[src/verilog/ocs_pkg.sv]
/*
 Constants, register map and state types for the oscillator clock select block.
 Assumes a single 125 MHz bus clock; oscillator and pin inputs arrive asynchronously.
*/
// Contract
// - Crystal modes count 1024 crystal input oscillations
// - Start-up count restarts at reset, power-up, wake
// - Execution held while counting unless monitor/two-speed
// - Secondary crystal selectable as runtime system clock
// - Internal mode frees clock input pin
// - clock_out_enable picks clock out or I/O
// - Fast 16 MHz and slow 31 kHz oscillators
// - Fast osc enabled by fast code and mode
// - fast_osc_ready when running, stable when settled
// - Slow osc enabled by code 000 or peripherals
// - Slow osc clocks timers; slow_osc_ready shown
// - Postscaler offers listed fast and slow frequencies
// - Reset loads frequency select with 0111
// - Duplicate slow-frequency codes allowed
// - Switch: start delay, wait edges, activate
// - Status updated after new clock active
// - Same-oscillator switch skips start-up delay; the code still warms up when the target oscillator is stopped
// - Start-up oscillator clocks before fast osc ready
// - Select default, secondary or internal clock
// - Select codes 00 default, 01 secondary, 1x internal
// - Reset clears system clock select
package ocs_pkg;
	localparam logic [3:0] OCS_ADDR_CTRL = 4'h0;
	localparam logic [3:0] OCS_ADDR_STAT = 4'h4;
	localparam logic [3:0] OCS_ADDR_CFG = 4'h8;
	localparam logic [3:0] OCS_IRCF_RESET = 4'h7;
	localparam logic [1:0] OCS_SCS_RESET = 2'h0;
	localparam logic [2:0] OCS_FOSC_LP = 3'h0;
	localparam logic [2:0] OCS_FOSC_XT = 3'h1;
	localparam logic [2:0] OCS_FOSC_HS = 3'h2;
	localparam logic [2:0] OCS_FOSC_RC = 3'h3;
	localparam logic [2:0] OCS_FOSC_INT = 3'h4;
	localparam logic [10:0] OCS_OST_COUNT = 11'h400;
	localparam int OCS_WARM_NS = 2000;
	localparam int OCS_CLK_NS = 8;
	localparam logic [8:0] OCS_WARM_CYC = 9'(OCS_WARM_NS / OCS_CLK_NS);
	localparam logic [1:0] OCS_SEL_DEFAULT = 2'h0;
	localparam logic [1:0] OCS_SEL_SECONDARY = 2'h1;
	localparam logic [1:0] OCS_SEL_INTERNAL = 2'h2;
	localparam logic [1:0] OCS_RESP_OKAY = 2'h0;
	localparam logic [1:0] OCS_RESP_SLVERR = 2'h2;

	typedef enum logic [2:0] {OCS_IDLE, OCS_WARM, OCS_WAIT_FALL, OCS_WAIT_RISE, OCS_UPDATE} ocs_sw_t;

	typedef struct packed {
		logic [31:0] awaddr;
		logic [31:0] wdata;
		logic [3:0] wstrb;
		logic [31:0] araddr;
	} ocs_axi_req_t;
endpackage

[src/verilog/ocs_top.sv]
/*
 Oscillator clock select: start-up timer, internal oscillator control,
 glitch-free internal frequency switch and system clock select, with an AXI4-Lite register slave.
 Assumes oscillators run asynchronously and are observed as sampled levels; the mux output is a sampled clock.
*/
`timescale 1ns/1ns
module ocs_top
	import ocs_pkg::*;
(
	input wire logic aclk, // Bus clock
	input wire logic aresetn, // Sync reset, active low
	input wire logic s_awvalid, // Write address valid
	output logic s_awready, // Write address ready
	input wire logic [31:0] s_awaddr, // Write address
	input wire logic s_wvalid, // Write data valid
	output logic s_wready, // Write data ready
	input wire logic [31:0] s_wdata, // Write data
	input wire logic [3:0] s_wstrb, // Byte strobes
	output logic s_bvalid, // Write response valid
	input wire logic s_bready, // Write response ready
	output logic [1:0] s_bresp, // Write response
	input wire logic s_arvalid, // Read address valid
	output logic s_arready, // Read address ready
	input wire logic [31:0] s_araddr, // Read address
	output logic s_rvalid, // Read data valid
	input wire logic s_rready, // Read data ready
	output logic [31:0] s_rdata, // Read data
	output logic [1:0] s_rresp, // Read response
	input wire logic [2:0] default_oscillator_config, // Configuration word mode
	input wire logic clock_out_enable, // Configuration word
	input wire logic clock_fail_monitor_en, // Monitor enabled
	input wire logic two_speed_en, // Two-speed start-up enabled
	input wire logic power_up_delay_done, // Power-up delay timer expired
	input wire logic wake_from_sleep, // Wake-up pulse
	input wire logic slow_peripheral_en, // Timer that needs slow osc on
	input wire logic crystal_in_pin, // Crystal or external clock pin
	input wire logic secondary_crystal_in, // Secondary crystal oscillator
	input wire logic fast_osc_clk, // Fast oscillator output
	input wire logic slow_osc_clk, // Slow oscillator output
	input wire logic startup_osc_clk, // Fast start-up oscillator
	input wire logic fast_osc_settled, // Analog settle indication
	output logic fast_osc_en, // Fast oscillator enable
	output logic slow_osc_en, // Slow oscillator enable
	output logic sys_clk, // Selected system clock
	output logic cpu_hold, // Program counter hold
	output logic slow_timer_clk, // Clock for delay, watchdog, monitor
	output logic crystal_out_pin_o, // Crystal out pin value
	output logic crystal_out_pin_oe, // Crystal out pin is clock out
	output logic clock_in_pin_is_io // Clock input pin free for I/O
);
	typedef struct packed {
		logic [3:0] ircf;
		logic [1:0] scs;
		logic [3:0] active_ircf;
		logic [10:0] ost_cnt;
		logic ost_done;
		logic [8:0] warm_cnt;
		ocs_sw_t sw;
		logic hold_low;
		logic [5:0] s1, s2, s3;
		logic [15:0] div;
		logic [3:0] wstrb;
		logic fast_run, slow_run;
		logic aw_got, w_got, bvalid, rvalid;
		logic [31:0] awaddr, wdata, rdata;
		logic [1:0] bresp, rresp;
		logic sysclk;
	} ocs_state_t;
	ocs_state_t q, d;
	logic [5:0] raw;
	logic xtal_mode, internal_mode, new_fast, cur_clk, new_clk, wr_fire, ost_restart;
	logic int_clk, aw_page, ar_page;

	// Bit 5 is the fast oscillator itself; bit 3 only covers its start-up
	assign raw = {fast_osc_clk, fast_osc_settled, startup_osc_clk, slow_osc_clk, secondary_crystal_in, crystal_in_pin};
	assign xtal_mode = default_oscillator_config inside {OCS_FOSC_LP, OCS_FOSC_XT, OCS_FOSC_HS};
	assign internal_mode = default_oscillator_config == OCS_FOSC_INT;
	// Codes 0000 and 0001 both pick the slow oscillator; code 0010 the slowest fast divide
	function automatic logic is_fast(input logic [3:0] c);
		is_fast = c > 4'h1;
	endfunction
	assign new_fast = is_fast(q.ircf);
	assign ost_restart = wake_from_sleep || !power_up_delay_done;

	// Divide chain bit k gives 16 MHz / 2^(k+1)
	function automatic logic pick(input logic [3:0] c, input logic [15:0] dv, input logic fo, input logic so);
		// 1111=16M ... 1011=1M; 1010..1000 repeat 500k..125k; 0111=500k ... 0011/0010=31.25k; 0000/0001 slow
		if (c == 4'hf) pick = fo;
		else if (c >= 4'h8) pick = dv[4'he - c];
		else if (c >= 4'h3) pick = dv[4'hb - c];
		else if (c == 4'h2) pick = dv[4'h8];
		else pick = so;
	endfunction
	assign cur_clk = pick(q.active_ircf, q.div, q.s2[5], q.s2[2]);
	assign new_clk = pick(q.ircf, q.div, q.s2[5], q.s2[2]);
	// Upper address bits must be clear, so no register aliases above the map
	assign aw_page = q.awaddr[31:4] == '0;
	assign ar_page = s_araddr[31:4] == '0;
	// Start-up oscillator stands in until the fast oscillator reports ready
	assign int_clk = q.hold_low ? 1'b0 : (is_fast(q.active_ircf) && !q.fast_run) ? q.s2[3] : cur_clk;
	assign wr_fire = q.aw_got && q.w_got && !q.bvalid;

	always_comb begin
		d = q;
		// Two-stage sync of pins and oscillators; s3 is an edge history
		d.s1 = raw;
		d.s2 = q.s1;
		d.s3 = q.s2;
		d.fast_run = fast_osc_en;
		d.slow_run = slow_osc_en;
		if (q.s2[5] && !q.s3[5]) d.div = q.div + 16'h1;
		// Start-up timer counts crystal-pin rising edges
		if (ost_restart || !xtal_mode) begin
			d.ost_cnt = 11'h0;
			d.ost_done = !xtal_mode;
		end else if (!q.ost_done && q.s2[0] && !q.s3[0]) begin
			d.ost_cnt = q.ost_cnt + 11'h1;
			if (q.ost_cnt + 11'h1 == OCS_OST_COUNT) d.ost_done = 1'b1;
		end
		// Internal switch sequence
		case (q.sw)
			OCS_IDLE: begin
				if (q.ircf != q.active_ircf) begin
					// A stopped target oscillator needs the warm-up even on a same-source switch
					if (is_fast(q.ircf) == is_fast(q.active_ircf) && (is_fast(q.ircf) ? q.fast_run : q.slow_run))
						d.sw = OCS_WAIT_FALL;
					else begin
						d.sw = OCS_WARM;
						d.warm_cnt = OCS_WARM_CYC;
					end
				end
			end
			OCS_WARM: begin
				if (q.warm_cnt <= 9'h1) d.sw = OCS_WAIT_FALL;
				else d.warm_cnt = q.warm_cnt - 9'h1;
			end
			OCS_WAIT_FALL: begin
				if (!cur_clk) begin
					d.hold_low = 1'b1;
					d.sw = OCS_WAIT_RISE;
				end
			end
			OCS_WAIT_RISE: begin
				if (new_clk) begin
					d.hold_low = 1'b0;
					d.active_ircf = q.ircf;
					d.sw = OCS_UPDATE;
				end
			end
			OCS_UPDATE: d.sw = OCS_IDLE;
			default: d.sw = OCS_IDLE;
		endcase
		// System clock mux, registered
		if (q.scs[1]) d.sysclk = int_clk;
		else if (q.scs == OCS_SEL_SECONDARY) d.sysclk = q.s2[1];
		else if (internal_mode) d.sysclk = int_clk;
		else d.sysclk = q.ost_done ? q.s2[0] : 1'b0;
		// AXI4-Lite write
		if (s_awvalid && !q.aw_got) begin
			d.aw_got = 1'b1;
			d.awaddr = s_awaddr;
		end
		if (s_wvalid && !q.w_got) begin
			d.w_got = 1'b1;
			d.wdata = s_wdata;
			d.wstrb = s_wstrb;
		end
		if (wr_fire) begin
			d.aw_got = 1'b0;
			d.w_got = 1'b0;
			d.bvalid = 1'b1;
			d.bresp = OCS_RESP_OKAY;
			if (aw_page && q.awaddr[3:0] == OCS_ADDR_CTRL) begin
				if (q.wstrb[0]) begin
					d.ircf = q.wdata[3:0];
					d.scs = q.wdata[5:4];
				end
			end else if (aw_page && (q.awaddr[3:0] == OCS_ADDR_STAT || q.awaddr[3:0] == OCS_ADDR_CFG)) begin
				d.bresp = OCS_RESP_OKAY;
			end else d.bresp = OCS_RESP_SLVERR;
		end
		if (q.bvalid && s_bready) d.bvalid = 1'b0;
		// AXI4-Lite read
		if (s_arvalid && !q.rvalid) begin
			d.rvalid = 1'b1;
			d.rresp = OCS_RESP_OKAY;
			if (ar_page && s_araddr[3:0] == OCS_ADDR_CTRL) d.rdata = {26'h0, q.scs, q.ircf};
			else if (ar_page && s_araddr[3:0] == OCS_ADDR_STAT)
				d.rdata = {23'h0, q.sw == OCS_IDLE, q.active_ircf, q.ost_done, q.slow_run, q.s2[4] && q.fast_run, q.fast_run};
			else if (ar_page && s_araddr[3:0] == OCS_ADDR_CFG)
				d.rdata = {27'h0, clock_out_enable, 1'b0, default_oscillator_config};
			else begin
				d.rdata = 32'h0;
				d.rresp = OCS_RESP_SLVERR;
			end
		end
		if (q.rvalid && s_rready) d.rvalid = 1'b0;
	end

	always_ff @(posedge aclk) begin
		if (!aresetn) begin
			q <= '0;
			q.ircf <= OCS_IRCF_RESET;
			q.active_ircf <= OCS_IRCF_RESET;
			q.scs <= OCS_SCS_RESET;
			q.sw <= OCS_IDLE;
		end else begin
			q <= d;
		end
	end

	assign s_awready = !q.aw_got;
	assign s_wready = !q.w_got;
	assign s_bvalid = q.bvalid;
	assign s_bresp = q.bresp;
	assign s_arready = !q.rvalid;
	assign s_rvalid = q.rvalid;
	assign s_rdata = q.rdata;
	assign s_rresp = q.rresp;
	// Both the requested and the still-active selection keep their source alive during a switch
	assign fast_osc_en = (q.scs[1] || internal_mode) && (new_fast || is_fast(q.active_ircf));
	assign slow_osc_en = ((q.scs[1] || internal_mode) && (!new_fast || !is_fast(q.active_ircf)))
		|| slow_peripheral_en || clock_fail_monitor_en;
	assign slow_timer_clk = q.s2[2];
	assign sys_clk = q.sysclk;
	assign cpu_hold = !q.ost_done && !clock_fail_monitor_en && !two_speed_en;
	assign clock_in_pin_is_io = internal_mode;
	assign crystal_out_pin_oe = (internal_mode || default_oscillator_config == OCS_FOSC_RC) && clock_out_enable;
	assign crystal_out_pin_o = q.sysclk;

	property p_reset_ircf;
		@(posedge aclk) $rose(aresetn) |-> q.ircf == OCS_IRCF_RESET && q.scs == OCS_SCS_RESET;
	endproperty
	a_reset_ircf: assert property (p_reset_ircf) else $error("reset values wrong");

	property p_ost_done;
		@(posedge aclk) disable iff (!aresetn) xtal_mode && !ost_restart && $rose(q.ost_done) |-> q.ost_cnt == OCS_OST_COUNT;
	endproperty
	a_ost_done: assert property (p_ost_done) else $error("start-up timer count wrong");

	property p_hold;
		@(posedge aclk) disable iff (!aresetn) cpu_hold |-> !q.ost_done && !two_speed_en;
	endproperty
	a_hold: assert property (p_hold) else $error("hold wrong");

	property p_same_src;
		@(posedge aclk) disable iff (!aresetn) q.sw == OCS_IDLE && q.ircf != q.active_ircf
			&& is_fast(q.ircf) == is_fast(q.active_ircf)
			&& (is_fast(q.ircf) ? q.fast_run : q.slow_run) |=> q.sw == OCS_WAIT_FALL;
	endproperty
	a_same_src: assert property (p_same_src) else $error("needless warm-up");

	property p_warm;
		@(posedge aclk) disable iff (!aresetn) q.sw == OCS_IDLE && is_fast(q.ircf) != is_fast(q.active_ircf)
			|=> q.sw == OCS_WARM;
	endproperty
	a_warm: assert property (p_warm) else $error("missing warm-up");

	property p_low;
		@(posedge aclk) disable iff (!aresetn) q.sw == OCS_WAIT_RISE |-> int_clk == 1'b0;
	endproperty
	a_low: assert property (p_low) else $error("clock not held low");

	property p_update;
		@(posedge aclk) disable iff (!aresetn) q.sw == OCS_UPDATE |-> q.active_ircf == q.ircf ##1 q.sw == OCS_IDLE;
	endproperty
	a_update: assert property (p_update) else $error("switch did not complete");

	property p_fast_en;
		@(posedge aclk) disable iff (!aresetn) q.scs[1] && new_fast |-> fast_osc_en;
	endproperty
	a_fast_en: assert property (p_fast_en) else $error("fast oscillator off");

	property p_slow_en;
		@(posedge aclk) disable iff (!aresetn) slow_peripheral_en || (q.scs[1] && !new_fast) |-> slow_osc_en;
	endproperty
	a_slow_en: assert property (p_slow_en) else $error("slow oscillator off");

	property p_ircf_load;
		@(posedge aclk) !aresetn |=> q.ircf == OCS_IRCF_RESET;
	endproperty
	a_ircf_load: assert property (p_ircf_load) else $error("frequency select not reloaded");

	property p_scs_clear;
		@(posedge aclk) !aresetn |=> q.scs == OCS_SCS_RESET;
	endproperty
	a_scs_clear: assert property (p_scs_clear) else $error("clock select not cleared");

	property p_warm_len;
		@(posedge aclk) disable iff (!aresetn) q.sw == OCS_IDLE ##1 q.sw == OCS_WARM |-> q.warm_cnt == OCS_WARM_CYC;
	endproperty
	a_warm_len: assert property (p_warm_len) else $error("warm-up length wrong");

	property p_ost_gate;
		@(posedge aclk) disable iff (!aresetn) xtal_mode && q.scs == OCS_SEL_DEFAULT && !q.ost_done |=> !q.sysclk;
	endproperty
	a_ost_gate: assert property (p_ost_gate) else $error("crystal clock used before count");

	property p_sec_sel;
		@(posedge aclk) disable iff (!aresetn) q.scs == OCS_SEL_SECONDARY |=> q.sysclk == $past(q.s2[1]);
	endproperty
	a_sec_sel: assert property (p_sec_sel) else $error("secondary clock not selected");

	property p_hold_sys;
		@(posedge aclk) disable iff (!aresetn) q.scs[1] && q.hold_low |=> !q.sysclk;
	endproperty
	a_hold_sys: assert property (p_hold_sys) else $error("system clock not held low");

	property p_fast_off;
		@(posedge aclk) disable iff (!aresetn) !q.scs[1] && !internal_mode |-> !fast_osc_en;
	endproperty
	a_fast_off: assert property (p_fast_off) else $error("fast oscillator left on");

	property p_clkout;
		@(posedge aclk) disable iff (!aresetn) crystal_out_pin_oe |-> clock_out_enable;
	endproperty
	a_clkout: assert property (p_clkout) else $error("clock out without enable");

	property p_rd_hold;
		@(posedge aclk) disable iff (!aresetn) s_rvalid && !s_rready |=> s_rvalid && $stable(s_rdata);
	endproperty
	a_rd_hold: assert property (p_rd_hold) else $error("read answer dropped");

	property p_wr_hold;
		@(posedge aclk) disable iff (!aresetn) s_bvalid && !s_bready |=> s_bvalid && $stable(s_bresp);
	endproperty
	a_wr_hold: assert property (p_wr_hold) else $error("write answer dropped");
endmodule // ocs_top
[config.mk]
export PLATFORM = sky130hd
export DESIGN_NAME = ocs_top
export DESIGN_NICKNAME = d
export VERILOG_FILES = /design/src/verilog/ocs_pkg.sv /design/src/verilog/ocs_top.sv
export SDC_FILE = /design/constraint.sdc
export NUM_CORES = 1
export LEC_CHECK = 0
export ABC_AREA = 1
export BUFFER_PORTS_ARGS = -buffer_cell sky130_fd_sc_hd__buf_2
export CORE_MARGIN = 2
export CORE_UTILIZATION = 58
export CTS_CLUSTER_SIZE = 25
export DETAILED_ROUTE_END_ITERATION = 10
export GPL_TIMING_DRIVEN = 1
export PLACE_DENSITY = 0.92
export SLEW_MARGIN = 20
export SYNTH_ARGS = -nofsm -noshare
export SYNTH_HDL_FRONTEND = slang
export SYNTH_SLANG_ARGS = --single-unit
[constraint.sdc]
create_clock -name aclk -period 6.3 [get_ports aclk]
set_input_delay 0.315 -clock aclk [delete_from_list [all_inputs] [get_ports aclk]]
set_output_delay 0.315 -clock aclk [all_outputs]
set_load 0.05 [all_outputs]
==> impl_metrics.yaml <==
setup_path:
  cpLargestDelayFamily: "simple AND/OR/NAND/NOR gates"
  path_cells: "inv_1 > ha_1 > nor2_1 > nor2_1 > inv_1 > ha_1 > a211oi_1 > nand2_1 > nand2_1 > nor2_4 > nand4_2 > nor2_1 > nand2_1 > nand3_1 > nor2_1"
  worstPathBufferInverterCount: 2
  cpMostUsedCell: "nor2_1"
  critPathRequiredTime_ps: 6640
  rrSetupSlack_ps: 2600
  critPathMaxFanout: 29
  reg2reg_from: "q[176]"
  cp-end-kind: "register"
  crit_cells: 15
  critPathMaxStageDelay_ps: 950
  r2r_cells: 15
  endpoint: "q[157]"
  critical_path_class: "register to register"
  slowest_stage: "dfxtp_1"
  arrival_ps: 4040
  setup.worst_path.start: "q[176]"
  crit_path_start_kind: "register"
  regToRegEndpoint: "q[157]"
floorplan:
  ios: 171
  rows: 38
  die_h_um: 110
  dieArea_sq_mm: 0.0122
  start_util: 0.599
  coreArea_sq_mm: 0.0109
  die_x_um: 110
global_route:
  grt_pass1_wl_um: 26600
  grt_max_degree: 86
  grt_pass1_vias: 6010
  grt_antenna_before_repair: 0
  grt-ovfl-total: 0
  grt_usage: 0.275
cts:
  cts_buffers: 17
  cts.repair.resized: 0
  clock_path_buffers: 2
  cts_tree: "built"
  cts.sinks: 122
  clock-root-buffer: "clkbuf_16"
  insertion_delay_ps: 410
  cts.htree.levels: 4
  postCtsSetupRepairBufs: 0
  hold_buffers: 0
  path_clk_slew_ps: 60
layout:
  layout_commonest_cell: "nand2_1"
  layout.nets: 1172
  syn2layout_area_growth_pct: 16.3
  fin_util: 0.697
  antenna_cells: 0
  layout_common_cells: "nand2_1, nor2_1, dfxtp_1"
  drive_gt1_frac: 0.160
  final_cell_area_sq_mm: 0.00762
pwr:
  internal-power_uw: 1620
  clock_power_share: 0.435
  powerDensity_mw_per_mm2: 307
  p_switching_uw: 726
  ir_drop_v: 0.000209
  seq_power_share: 0.376
  p_sw_frac: 0.310
  combPwrFrac: 0.189
  p_leak_uw: 0.00369
  total_power_uw: 2340
timing:
  hold_viol_final: 0
  fin_crit_sh: 0.587
  fmax_mhz: 270
  setup_viol: 0
  max_slew.worst_pin.slew_ps: 1010
  period_minus_slack_ps: 3700
  max-slew-margin-rel: 0.319
  holdWs_ps: 84.2
  setup_tns_ps: 0
  rsz0062_at_grt: "false"
  drv_slew: 0
  finClkSkew_ps: 10.2
drt:
  first_iter_violations: 497
  firstDrtPassIters: 8
  viasPerCell: 5.48
  ant_nets: 0
  drc: 0
  avgRoutedWirePerCell_um: 13.8
  routed_wl_um: 16300
  vias: 6470
synth:
  ys_seq_area_frac: 0.373
  yosys.cell_types.count: 36
  syn_area_sq_mm: 0.00655
  synthArstFlopShare: 0
  synth_ff_type: "dfxtp_1"
  synth_enable_flop_cells: 0
  syn_avg_cell_area_sq_um: 7.02
  synthCells: 933
  ys_ff_latch: 122
  yosysWarnings: 0
placement:
  hpwl_um: 11000
  post_dp_cell_area_sq_mm: 0.00701
  place_congestion: 0.934
  place.port_buffers: 116
status:
  outcome: "completed"
flow_run:
  drv_cap: 0
hold_path:
  hp-class: "primary input to register"
[state kept, by name, summed over array words and instances, names as in the netlist]
signal	cells
crystal_out_pin_o	1
d	11
q	96
s_bresp	1
s_bvalid	1
s_rdata	9
s_rresp	1
s_rvalid	1
slow_timer_clk	1
[worst min path at each step]
stage                     cells past startpoint         start       end
after floorplan                               2        d[133]    d[127]
after global placement                        2        d[138]    d[132]
after detailed placement                      2        d[138]    d[132]
after CTS                                     2      s_bready  s_bvalid
after global routing                          3  slow_osc_clk    d[135]
final                                         3  slow_osc_clk    d[135]
[metrics by stage]
step / worst slack [ps] / std cells
after global placement: 3040 / 1149
after floorplan: 3800 / 957
after global routing: 2320 / 1181
after detailed placement: 2970 / 1149
final: 2600 / 1181
after CTS: 2750 / 1181
[power by group through the flow]
| stage | Clock, uW | Sequential [uW] | Combinational, uW |
|---|---|---|---|
| after floorplan | 0 | 886 | 343 |
| after global routing | 1060 | 885 | 490 |
| after detailed placement | 0 | 893 | 430 |
| after global placement | 0 | 890 | 412 |
| final | 1020 | 880 | 443 |
| after CTS | 1020 | 878 | 439 |
[per-layer routing]
layer	share of wire	track usage	vias up
met2	0.47	0.479	327
li1	-	-	3184
met3	0.093	0.0717	43
met1	0.41	0.319	2916
met5	0	0	-
met4	0.026	0.116	0
[cells in the mapped netlist, drive strengths merged (14+ instances only)]
cell    number  area, sq um
ha          22          275
a21oi       48          240
o211ai      21          158
inv        107          402
nor3        18          100
nor4        18          131
o21ai       72          364
buf         48          350
nor2       131          499
nand2      149          559
dfxtp      122         2440
xor2        14          123
nand3       90          455
clkbuf      21         78.8
[final cells by class]
type                    instances  area [sq um]
clock inverters                14           183
flip-flops and latches        122          2440
fillers                       858          3320
multi-input cells             654          3350
repair buffers                121           618
inverters                     112           420
well taps                     140           175
clock buffers                  18           429
[tightest hold or removal path: stages]
cell	delay [ps]
buf_2	70
nand2_1	40
inv_1	40
[cell families after synthesis]
family | Yosys count | share of synthesized area
mux | 1 | 0.00153
other cells | 1 | 0.000572
fa+ha+maj | 22 | 0.0420
buf+inv | 181 | 0.130
flops | 122 | 0.373
xor+xnor | 22 | 0.0294
compound gates | 163 | 0.141
simple gates | 421 | 0.283
(Power assumes the default switching activity.)
